`src/logic/timer_gate_pkg.sv`:
```
package timer_gate_pkg;

    // Register byte addresses
    localparam logic [11:0] ADDR_GATE_CONTROL = 12'h000;
    localparam logic [11:0] ADDR_RUN_CONTROL  = 12'h004;
    localparam logic [11:0] ADDR_IRQ_STATUS   = 12'h008;
    localparam logic [11:0] ADDR_IRQ_MASK     = 12'h00C;

    // Gate control field positions
    localparam int GATE_FUNCTION_ENABLE_BIT = 7;
    localparam int GATE_POLARITY_BIT        = 6;
    localparam int GATE_TOGGLE_BIT          = 5;
    localparam int GATE_SINGLE_PULSE_BIT    = 4;
    localparam int GATE_ARM_STATUS_BIT      = 3;
    localparam int GATE_LEVEL_BIT           = 2;
    localparam int GATE_SOURCE_LSB          = 0;
    localparam int GATE_SOURCE_WIDTH        = 2;

    // Other field positions
    localparam int RUN_ENABLE_BIT  = 0;
    localparam int GATE_EVENT_BIT  = 0;

    // Widths
    localparam int GATE_SOURCES    = 4;
    localparam int APB_ADDR_WIDTH  = 12;
    localparam int APB_DATA_WIDTH  = 32;

    // Values after reset
    localparam logic       GATE_FUNCTION_ENABLE_RESET = 1'b0;
    localparam logic       GATE_POLARITY_RESET        = 1'b0;
    localparam logic       GATE_TOGGLE_RESET          = 1'b0;
    localparam logic       GATE_SINGLE_PULSE_RESET    = 1'b0;
    localparam logic       GATE_ARM_STATUS_RESET      = 1'b0;
    localparam logic [1:0] GATE_SOURCE_RESET          = 2'h0;
    localparam logic       RUN_ENABLE_RESET           = 1'b0;
    localparam logic       IRQ_MASK_RESET             = 1'b0;

    typedef enum logic [1:0] {
        SP_IDLE,
        SP_WAIT_EDGE,
        SP_COUNTING
    } single_pulse_state_t;

endpackage

```
`src/logic/timer_gate_single_pulse_control.sv`:
```
//
// Overview of operation
// - Single-pulse disabled leaves gate uncontrolled by it
// - Arm/status reads 1 while waiting
// - Arm/status reads 0 when idle or done
// - Clearing single-pulse enable clears arm/status
// - Gate falling edge clears arm, stops counting
// - Falling edge of the level seen by the counter sets sticky event flag
//
// The implementer's own choices: the placing of the registers and register access over APB.
`timescale 1ns/1ps
module timer_gate_single_pulse_control (
    input  wire logic        pclk,
    input  wire logic        presetn,
    input  wire logic        psel,
    input  wire logic        penable,
    input  wire logic        pwrite,
    input  wire logic [11:0] paddr,
    input  wire logic [31:0] pwdata,
    input  wire logic [3:0]  gate_source,
    output logic             pready,
    output logic [31:0]      prdata,
    output logic             pslverr,
    output logic             count_enable,
    output logic             irq
);

    typedef struct packed {
        logic                                gate_function_enable;
        logic                                gate_polarity_select;
        logic                                gate_toggle_enable;
        logic                                gate_single_pulse_enable;
        logic                                gate_pulse_arm_status;
        logic                                gate_current_level;
        logic [1:0]                          gate_source_select;
        logic                                timer_run_enable;
        logic                                gate_event_flag;
        logic                                gate_event_mask;
        timer_gate_pkg::single_pulse_state_t sp_state;
        logic                                pready;
        logic [31:0]                         prdata;
        logic                                pslverr;
        logic                                count_enable;
        logic                                irq;
    } control_state_t;

    control_state_t state;
    control_state_t next_state;

    logic gate_level;
    logic gate_rise;
    logic gate_fall;

    // Source mux, polarity and toggle flip-flop
    gate_conditioner u_conditioner (
        .pclk          (pclk),
        .presetn       (presetn),
        .gate_source   (gate_source),
        .source_select (state.gate_source_select),
        .polarity_high (state.gate_polarity_select),
        .toggle_enable (state.gate_toggle_enable),
        .gate_level    (gate_level)
    );

    level_edge_detect u_gate_edges (
        .pclk    (pclk),
        .presetn (presetn),
        .level   (gate_level),
        .rise    (gate_rise),
        .fall    (gate_fall)
    );

    function automatic logic addr_mapped(input logic [11:0] addr);
        addr_mapped = (addr == timer_gate_pkg::ADDR_GATE_CONTROL) ||
                      (addr == timer_gate_pkg::ADDR_RUN_CONTROL)  ||
                      (addr == timer_gate_pkg::ADDR_IRQ_STATUS)   ||
                      (addr == timer_gate_pkg::ADDR_IRQ_MASK);
    endfunction

    function automatic logic [31:0] read_value(input logic [11:0] addr,
                                               input control_state_t s);
        logic [31:0] v;
        v = 32'h00000000;
        case (addr)
            timer_gate_pkg::ADDR_GATE_CONTROL: begin
                v[timer_gate_pkg::GATE_FUNCTION_ENABLE_BIT] = s.gate_function_enable;
                v[timer_gate_pkg::GATE_POLARITY_BIT]        = s.gate_polarity_select;
                v[timer_gate_pkg::GATE_TOGGLE_BIT]          = s.gate_toggle_enable;
                v[timer_gate_pkg::GATE_SINGLE_PULSE_BIT]    = s.gate_single_pulse_enable;
                v[timer_gate_pkg::GATE_ARM_STATUS_BIT]      = s.gate_pulse_arm_status;
                v[timer_gate_pkg::GATE_LEVEL_BIT]           = s.gate_current_level;
                v[timer_gate_pkg::GATE_SOURCE_LSB +: timer_gate_pkg::GATE_SOURCE_WIDTH] =
                    s.gate_source_select;
            end
            timer_gate_pkg::ADDR_RUN_CONTROL: begin
                v[timer_gate_pkg::RUN_ENABLE_BIT] = s.timer_run_enable;
            end
            timer_gate_pkg::ADDR_IRQ_STATUS: begin
                v[timer_gate_pkg::GATE_EVENT_BIT] = s.gate_event_flag;
            end
            timer_gate_pkg::ADDR_IRQ_MASK: begin
                v[timer_gate_pkg::GATE_EVENT_BIT] = s.gate_event_mask;
            end
            default: begin
                v = 32'h00000000;
            end
        endcase
        read_value = v;
    endfunction

    always_comb begin
        logic access_done;
        logic wr;
        logic rd;
        logic pulse_done;
        logic level_now;
        logic level_fall;
        access_done = 1'b0;
        wr          = 1'b0;
        rd          = 1'b0;
        pulse_done  = 1'b0;
        level_now   = 1'b0;
        level_fall  = 1'b0;
        next_state  = state;

        // One wait state: pready rises in the second access cycle
        access_done = psel && penable && state.pready;
        wr = access_done && pwrite && addr_mapped(paddr);
        rd = access_done && !pwrite && addr_mapped(paddr);

        next_state.pready  = psel && penable && !state.pready;
        next_state.pslverr = psel && penable && !state.pready && !addr_mapped(paddr);
        if (psel && penable && !state.pready && !pwrite) begin
            next_state.prdata = read_value(paddr, state);
        end else if (!psel) begin
            next_state.prdata = 32'h00000000;
        end

        // Single-pulse sequencer
        case (state.sp_state)
            timer_gate_pkg::SP_IDLE: begin
                if (state.gate_pulse_arm_status) begin
                    next_state.sp_state = timer_gate_pkg::SP_WAIT_EDGE;
                end
            end
            timer_gate_pkg::SP_WAIT_EDGE: begin
                if (!state.gate_pulse_arm_status) begin
                    next_state.sp_state = timer_gate_pkg::SP_IDLE;
                end else if (gate_rise) begin
                    next_state.sp_state = timer_gate_pkg::SP_COUNTING;
                end
            end
            timer_gate_pkg::SP_COUNTING: begin
                if (!state.gate_pulse_arm_status) begin
                    next_state.sp_state = timer_gate_pkg::SP_IDLE;
                end else if (gate_fall) begin
                    pulse_done = 1'b1;
                    next_state.sp_state = timer_gate_pkg::SP_IDLE;
                end
            end
            default: begin
                next_state.sp_state = timer_gate_pkg::SP_IDLE;
            end
        endcase

        // Level seen by the counter
        if (state.gate_single_pulse_enable) begin
            level_now = (state.sp_state == timer_gate_pkg::SP_COUNTING) && gate_level;
        end else begin
            level_now = gate_level;
        end
        next_state.gate_current_level = level_now;
        level_fall = state.gate_current_level && !level_now;

        // Hardware completion clears arm; a same-cycle write re-arm wins
        if (pulse_done) begin
            next_state.gate_pulse_arm_status = 1'b0;
        end

        // Read clears the event flag unless a new event lands now
        if (rd && (paddr == timer_gate_pkg::ADDR_IRQ_STATUS)) begin
            next_state.gate_event_flag = 1'b0;
        end
        if (level_fall) begin
            next_state.gate_event_flag = 1'b1;
        end

        if (wr) begin
            case (paddr)
                timer_gate_pkg::ADDR_GATE_CONTROL: begin
                    next_state.gate_function_enable =
                        pwdata[timer_gate_pkg::GATE_FUNCTION_ENABLE_BIT];
                    next_state.gate_polarity_select =
                        pwdata[timer_gate_pkg::GATE_POLARITY_BIT];
                    next_state.gate_toggle_enable =
                        pwdata[timer_gate_pkg::GATE_TOGGLE_BIT];
                    next_state.gate_single_pulse_enable =
                        pwdata[timer_gate_pkg::GATE_SINGLE_PULSE_BIT];
                    next_state.gate_source_select =
                        pwdata[timer_gate_pkg::GATE_SOURCE_LSB +:
                               timer_gate_pkg::GATE_SOURCE_WIDTH];
                    // Arm only sticks with single-pulse enabled
                    next_state.gate_pulse_arm_status =
                        pwdata[timer_gate_pkg::GATE_ARM_STATUS_BIT] &&
                        pwdata[timer_gate_pkg::GATE_SINGLE_PULSE_BIT];
                end
                timer_gate_pkg::ADDR_RUN_CONTROL: begin
                    next_state.timer_run_enable = pwdata[timer_gate_pkg::RUN_ENABLE_BIT];
                end
                timer_gate_pkg::ADDR_IRQ_MASK: begin
                    next_state.gate_event_mask = pwdata[timer_gate_pkg::GATE_EVENT_BIT];
                end
                default: begin
                    next_state.gate_event_mask = state.gate_event_mask;
                end
            endcase
        end

        // Gate function is ignored while the timer is stopped
        next_state.count_enable = next_state.timer_run_enable &&
            (!next_state.gate_function_enable || level_now);
        next_state.irq = next_state.gate_event_flag && next_state.gate_event_mask;
    end

    always_ff @(posedge pclk or negedge presetn) begin
        if (!presetn) begin
            state                          <= '0;
            state.gate_function_enable     <= timer_gate_pkg::GATE_FUNCTION_ENABLE_RESET;
            state.gate_polarity_select     <= timer_gate_pkg::GATE_POLARITY_RESET;
            state.gate_toggle_enable       <= timer_gate_pkg::GATE_TOGGLE_RESET;
            state.gate_single_pulse_enable <= timer_gate_pkg::GATE_SINGLE_PULSE_RESET;
            state.gate_pulse_arm_status    <= timer_gate_pkg::GATE_ARM_STATUS_RESET;
            state.gate_source_select       <= timer_gate_pkg::GATE_SOURCE_RESET;
            state.timer_run_enable         <= timer_gate_pkg::RUN_ENABLE_RESET;
            state.gate_event_mask          <= timer_gate_pkg::IRQ_MASK_RESET;
            state.sp_state                 <= timer_gate_pkg::SP_IDLE;
        end else begin
            state <= next_state;
        end
    end

    assign pready       = state.pready;
    assign prdata       = state.prdata;
    assign pslverr      = state.pslverr;
    assign count_enable = state.count_enable;
    assign irq          = state.irq;

endmodule

```
`src/logic/gate_conditioner.sv`:
```
`timescale 1ns/1ps
module gate_conditioner (
    input  wire logic       pclk,
    input  wire logic       presetn,
    input  wire logic [3:0] gate_source,
    input  wire logic [1:0] source_select,
    input  wire logic       polarity_high,
    input  wire logic       toggle_enable,
    output logic            gate_level
);

    typedef struct packed {
        logic active_prev;
        logic toggle_ff;
        logic level;
    } conditioner_state_t;

    conditioner_state_t state;
    conditioner_state_t next_state;

    always_comb begin
        logic raw;
        logic active;
        raw = 1'b0;
        active = 1'b0;
        next_state = state;
        raw = gate_source[source_select];
        // Active-low gate counts while the pin is low
        active = polarity_high ? raw : ~raw;
        next_state.active_prev = active;
        if (!toggle_enable) begin
            next_state.toggle_ff = 1'b0;
        end else if (active && !state.active_prev) begin
            next_state.toggle_ff = ~state.toggle_ff;
        end
        next_state.level = toggle_enable ? next_state.toggle_ff : active;
    end

    always_ff @(posedge pclk or negedge presetn) begin
        if (!presetn) begin
            state <= '0;
        end else begin
            state <= next_state;
        end
    end

    assign gate_level = state.level;

endmodule

```
`src/logic/level_edge_detect.sv`:
```
`timescale 1ns/1ps
module level_edge_detect (
    input  wire logic pclk,
    input  wire logic presetn,
    input  wire logic level,
    output logic      rise,
    output logic      fall
);

    typedef struct packed {
        logic prev;
    } edge_state_t;

    edge_state_t state;
    edge_state_t next_state;

    always_comb begin
        next_state = state;
        next_state.prev = level;
    end

    always_ff @(posedge pclk or negedge presetn) begin
        if (!presetn) begin
            state <= '0;
        end else begin
            state <= next_state;
        end
    end

    assign rise = level & ~state.prev;
    assign fall = ~level & state.prev;

endmodule

```
`config.mk`:
```
export PLATFORM = sky130hd
export DESIGN_NAME = timer_gate_single_pulse_control
export DESIGN_NICKNAME = d
export VERILOG_FILES = /design/src/logic/timer_gate_pkg.sv /design/src/logic/timer_gate_single_pulse_control.sv /design/src/logic/gate_conditioner.sv /design/src/logic/level_edge_detect.sv
export SDC_FILE = /design/constraint.sdc
export NUM_CORES = 1
export LEC_CHECK = 0
export BUFFER_PORTS_ARGS = -buffer_cell sky130_fd_sc_hd__buf_2
export CAP_MARGIN = 20
export CORE_AREA = 5 5 69 71
export DETAILED_ROUTE_END_ITERATION = 10
export DIE_AREA = 0 0 74 76
export GPL_TIMING_DRIVEN = 1
export PLACE_DENSITY = 0.73
export SLEW_MARGIN = 20
export SYNTH_ARGS = -nofsm -noshare
export SYNTH_HDL_FRONTEND = slang
export SYNTH_SLANG_ARGS = --single-unit
```
`constraint.sdc`:
```
create_clock -name pclk -period 4.05 [get_ports pclk]
set_input_delay 0.2025 -clock pclk [delete_from_list [all_inputs] [get_ports pclk]]
set_output_delay 0.2025 -clock pclk [all_outputs]
set_load 0.005 [all_outputs]
```
==> results.cfg, run 1 <==
[floorplan]
design.die.area_sq_um = 5620
ios = 89
rows = 24
core_sq_um = 4170
dieWidth_microns = 74
die_h_microns = 76
initial_utilization_pct = 38.0

[setup_path]
worstPathArrival_ps = 1940
rr_worst_depth = 3
crit_buf_inv = 0
cp.depth = 3
worst-path-max-fanout = 11
worstPathRequired_ps = 4200
worstSetupPathType = reg -> reg
cpMaxStageDelayCell = nor4_4
critPathLaunchType = flip-flop
max_stage_delay_ps = 690
crit_chain = nand4_4 -> nor4_4 -> mux2_1
endpoint_kind = flip-flop
path_delay_family = simple AND/OR/NAND/NOR gates

[yosys]
yosys-top-cells-count = buf_4 (32), dfrtp_1 (29), nand2_1 (8), a22o_1 (7), mux2_1 (7)
yosysMostFrequentCell = buf_4
avgSynthCellArea_sq_um = 11.2
synth_area_leaders = dfrtp_1 (46%), buf_4 (15%), mux2_1 (5.0%)
async_flop_share_pct = 100
synthCells = 142
synth_edf_count = 0
yosysTopAreaCell = dfrtp_1
synth.distinct_cells = 40
synthFlopType = dfrtp_1
netlist_area_sq_um = 1590
ys_warn_count = 0
synth_top_cell_area_share_pct = 45.8
synth.ff_latch_count = 29
ys_seq_area_share_pct = 45.8

[cts]
clockBufferDepth = 2
path_clk_slew_ps = 60
cts_tree = done
cts_root_buffer = clkbuf_8
cts_resized = 0
clock_latency_ps = 270
cts_sinks = 29
numCtsBuffers = 5
cts_htree_levels = 2

[status]
outcome = finished clean

[global_routing]
grt_use_total_pct = 10.2
grt_pass1_wl_mm = 4.41
grt_pass1_vias = 963
antenna_found_initial = 0
grt_max_degree = 30
grt_overflow_total = 0

[flow_run]
maxCapViolations = 0

[sta]
whs_ps = 144
fin_setup_tns_ps = 0
slew_headroom_pct = 53.2
fmax_mhz = 557
clock_skew_ps = 3.13
worstMarginPinSlew_ps = 696
fin_crit_ps = 1790
min_period_over_period_pct = 44.3
rsz0062_at_grt = no
hold_viol = 0
setup_viol = 0
finalMaxSlewViolations = 0

[finish]
n_antenna_cell = 0
nNetsFinal = 229
synthToLayoutAreaGrowth_pct = 11.2
fill_cells = 420
drive_above_1_share_pct = 30.7

[power]
power_density_nw_per_um2 = 352
leakage_nw = 0.910
peakVddDrop_mv = 0.139

[routing]
via_per_inst = 4.69
drt_pass1_iterations = 4
wl_mm = 2.84
num_vias = 1069
postRouteAntennaNets = 0
dr.first_iter.drc_count = 66
drc = 0
wl_per_cell_microns = 12.4

[hold_path]
hold_path.class = in -> reg
whs_path_depth = 2

[placement]
dp_hpwl_mm = 2.20
place.gp.congestion = 0.749
placement.io_buffers = 39
==> power breakdown <==
part / internal (mW) / switching (mW) / leakage [nW]
sequential: 0.307 / 0.0151 / 0.381
combinational: 0.0297 / 0.0405 / 0.484
clock: 0.134 / 0.0944 / 0.0443
==> sequential cells by signal, summed over array words and instances (netlist names) <==
name / flops
irq: 1
pslverr: 1
count_enable: 1
u_conditioner.state: 2
u_gate_edges.state: 1
prdata: 8
pready: 1
state: 13
u_conditioner.gate_level: 1
==> cell type report <==
type | count | area (sq um) | area share (%)
Clock buffer | 7 | 86.3 | 4.90
Inverter | 4 | 15.0 | 0.852
Multi-Input combinational cell | 96 | 666 | 37.8
Sequential cell | 29 | 726 | 41.2
Tap cell | 52 | 65.1 | 3.69
Timing Repair Buffer | 40 | 205 | 11.6
==> worst register-to-register path, delay by kind of cell, from the launching register on <==
kind          cells  cell delay (ps)
mux               1              390
flops             1              450
simple gates      2              840
==> path summary, 6_finish.rpt <==
path	startpoint	to	slack, ps
worst min-delay path	pwdata[6]	state[47]	140
min in group asynchronous	presetn	state[44]	490
worst min register to register	u_conditioner.gate_level	u_gate_edges.state	470
max in group asynchronous	presetn	state[38]	3140
worst max register to register	pready	state[41]	2260
worst max-delay path	pready	state[41]	2260
==> through the flow <==
step	cells	setup WS (ps)	area, sq um	util (%)	power (mW)
2_1_floorplan	165	2370	1670	-	0.380
3_3_place_gp	220	1980	1670	39.9	0.393
3_5_place_dp	220	1950	1670	39.9	0.396
4_1_cts	228	2220	1760	42.2	0.630
5_1_grt	228	2110	1760	42.2	0.654
6_report	228	2260	1760	42.2	0.620
==> cell families (layout without fill, tap and decap cells) <==
family	Yosys count	in the layout	synth area share, %
AO/OA/AOI/OAI	23	23	11.1
XOR/XNOR	1	1	0.553
buffers and inverters	40	51	17.7
flip-flops	29	29	45.8
multiplexers	9	9	7.02
other	1	24	0.237
AND/OR/NAND/NOR	39	39	17.6
==> layout by cell type, fill, tap and decap left out, types with 2 or more instances in the layout <==
cell type / instances
mux2_1: 7
nor4_2: 3
clkbuf_8: 6
nand4bb_1: 2
nor2_1: 5
conb_1: 24
buf_2: 39
nor3_1: 4
a22o_1: 7
nand2_1: 8
o21ai_1: 2
inv_1: 4
nand2b_1: 2
nor2b_1: 4
dfrtp_1: 29
or4_4: 2
o21ai_0: 3
nand3_1: 3
==> repair_timing <==
item                      4_1_cts  5_1_grt
hold buffers                    1        0
hold endpoints to repair       29        0
buffers inserted                0        0
==> metal layers <==
metal	global-route usage, %	wire, microns	share of wire [%]	vias to the layer above
met5	0	0	0	-
met4	3.80	29	1.0	0
met3	3.69	243	8.6	5
met2	15.2	1380	49	36
met1	13.3	1190	42	509
li1	-	-	-	519
(Power assumes the default switching activity.)
==> run 2: changes to the inputs <==
--- a/config.mk
+++ b/config.mk
@@ -11,7 +11,7 @@
 export DETAILED_ROUTE_END_ITERATION = 10
 export DIE_AREA = 0 0 74 76
 export GPL_TIMING_DRIVEN = 1
-export PLACE_DENSITY = 0.73
+export PLACE_DENSITY = 0.76
 export SLEW_MARGIN = 20
 export SYNTH_ARGS = -nofsm -noshare
 export SYNTH_HDL_FRONTEND = slang
==> constraint.sdc (replaced) <==
create_clock -name pclk -period 1.6 [get_ports pclk]
set_input_delay 0.08 -clock pclk [delete_from_list [all_inputs] [get_ports pclk]]
set_output_delay 0.08 -clock pclk [all_outputs]
set_load 0.005 [all_outputs]
==> run 2 against run 1 <==
Against the previous run:
- setup slack got worse by 2200 ps
- worst hold slack got worse by 130 ps
- register-to-register slack got worse by 2200 ps
- sequential power rose to 2.5 times the previous value
- sequential cell count did not move
- final area grew 5.3%
- final cell count increased by 4.4%
- highest routed layer unchanged
==> results.cfg, run 2 (same netlist as run 1, synthesis figures left out) <==
[floorplan]
ios = 89
design.die.area_sq_um = 5620
rows = 24
dieWidth_microns = 74
initial_utilization_pct = 38.0
core_sq_um = 4170
die_h_microns = 76

[global_routing]
grt_pass1_vias = 1036
grt_max_degree = 30
grt_use_total_pct = 11.3
grt_pass1_wl_mm = 4.85
antenna_found_initial = 0
grt_overflow_total = 0

[routing]
drc = 0
dr.first_iter.drc_count = 69
wl_mm = 3.05
drt_pass1_iterations = 4
num_vias = 1104
postRouteAntennaNets = 0
via_per_inst = 4.64
wl_per_cell_microns = 12.8

[finish]
fill_cells = 416
stdcell_count = 238
final_core_util_pct = 44.5
n_antenna_cell = 0
drive_above_1_share_pct = 34.9
largest_register_ffs = 13
synthToLayoutAreaGrowth_pct = 17.1
top_register = state
nNetsFinal = 239
final_cell_mix = buf_2 (39), dfrtp_1 (29), conb_1 (24)
final_area_sq_um = 1860
seqCellArea_sq_um = 726
final_common_cell = buf_2
multi_input_area_sq_um = 684

[power]
power_density_nw_per_um2 = 863
power_switching_mw = 0.399
cell_internal_pwr_mw = 1.20
finalPower_mw = 1.60
leakage_nw = 0.964
power_switching_share_pct = 24.9
combPwrFrac_pct = 12.4
pwr-share-clk_pct = 36.9
seqPwrFrac_pct = 50.7
peakVddDrop_mv = 0.441

[sta]
rsz0062_at_grt = yes
hold_viol = 0
setup_viol = 0
min_period_over_period_pct = 95.2
setup_ws_ps = 77.5
worstMarginPinSlew_ps = 642
finalMaxSlewViolations = 0
slew_headroom_pct = 57.1
clock_skew_ps = 3.20
fin_crit_ps = 1520
fmax_mhz = 657

[setup_path]
worstSetupPathType = reg -> reg
reg2reg_to = u_conditioner.state[1]
worst-path-max-fanout = 5
rr_worst_depth = 4
r2r_start = state[41]
crit_start = state[41]
worstPathRequired_ps = 1760
cp-endpoint = u_conditioner.state[1]
worstPathArrival_ps = 1680
rrSetupSlack_ps = 80
endpoint_kind = flip-flop
critPathLaunchType = flip-flop

[cts]
numCtsBuffers = 5
clockBufferDepth = 2
cts_sinks = 29
path_clk_slew_ps = 60
cts_htree_levels = 2
cts_tree = done
cts_root_buffer = clkbuf_8
clock_latency_ps = 280

[hold_path]
hold_path.class = in -> reg

[placement]
place.gp.congestion = 0.807
post-place-ws_ps = -84.5
dp_hpwl_mm = 2.41
post_dp_cell_area_sq_um = 1730
dp.cells = 229
placement.io_buffers = 39

[flow_run]
maxCapViolations = 0

[status]
outcome = finished clean
[run 2: changes by cell type in the layout (fill, tap and decap cells not counted), sizes merged]
| cell | before | now |
|---|---|---|
| buf | 39 | 49 |
[run 2: how the worst min path moves through the flow]
stage	cells after the start	slack [ps]	startpoint	to
after floorplan	0	-220	presetn	count_enable
after global placement	1	130	presetn	state[46]
after detailed placement	1	140	presetn	u_conditioner.state[2]
after CTS	2	7	pwdata[6]	state[47]
after global routing	2	3	pwdata[6]	state[47]
final	2	20	pwdata[6]	state[47]
[run 2: per-stage QoR]
stage / hold slack, ps / setup TNS [ps]
6_report: 18.7 / 0
5_1_grt: 2.70 / -37.0
4_1_cts: 7.47 / 0
3_5_place_dp: 142 / -633
3_3_place_gp: 128 / -554
2_1_floorplan: -216 / 0
[run 2: area by class of cell]
class | count | area share, %
flip-flops and latches | 29 | 39.1
multi-input cells | 96 | 36.9
repair buffers | 50 | 15.1
clock buffers | 7 | 4.65
well taps | 52 | 3.50
inverters | 4 | 0.809
[run 2: power by group through the flow]
stage	Clock (mW)	Combinational [mW]	Sequential, mW
floorplan	0	0.145	0.816
global placement	0	0.185	0.822
detailed placement	0	0.192	0.823
CTS	0.619	0.196	0.811
global route	0.664	0.225	0.819
finish	0.592	0.199	0.812
[run 2: routing by layer]
metal | vias to the layer above | routed length, microns | track usage [%]
li1 | 536 | - | -
met1 | 522 | 1160 | 13.5
met2 | 41 | 1540 | 17.7
met3 | 5 | 306 | 5.67
met4 | 0 | 39 | 3.44
met5 | - | 0 | 0
[run 2: worst max-delay path, stage by stage (launching register included)]
cell and delay [ps]:
dfrtp_1 390, mux4_2 580, xnor2_4 230, nor2b_1 150
o21ai_1 60
[run 2: timing repair]
item                                    4_1_cts  5_1_grt
endpoints found under the hold margin        29        0
gates cloned                                  0        0
gates resized for setup                       1        2
endpoints found under the setup margin        2        2
hold buffers                                  1        0
pin swaps                                     0        2
buffers inserted                              0        1
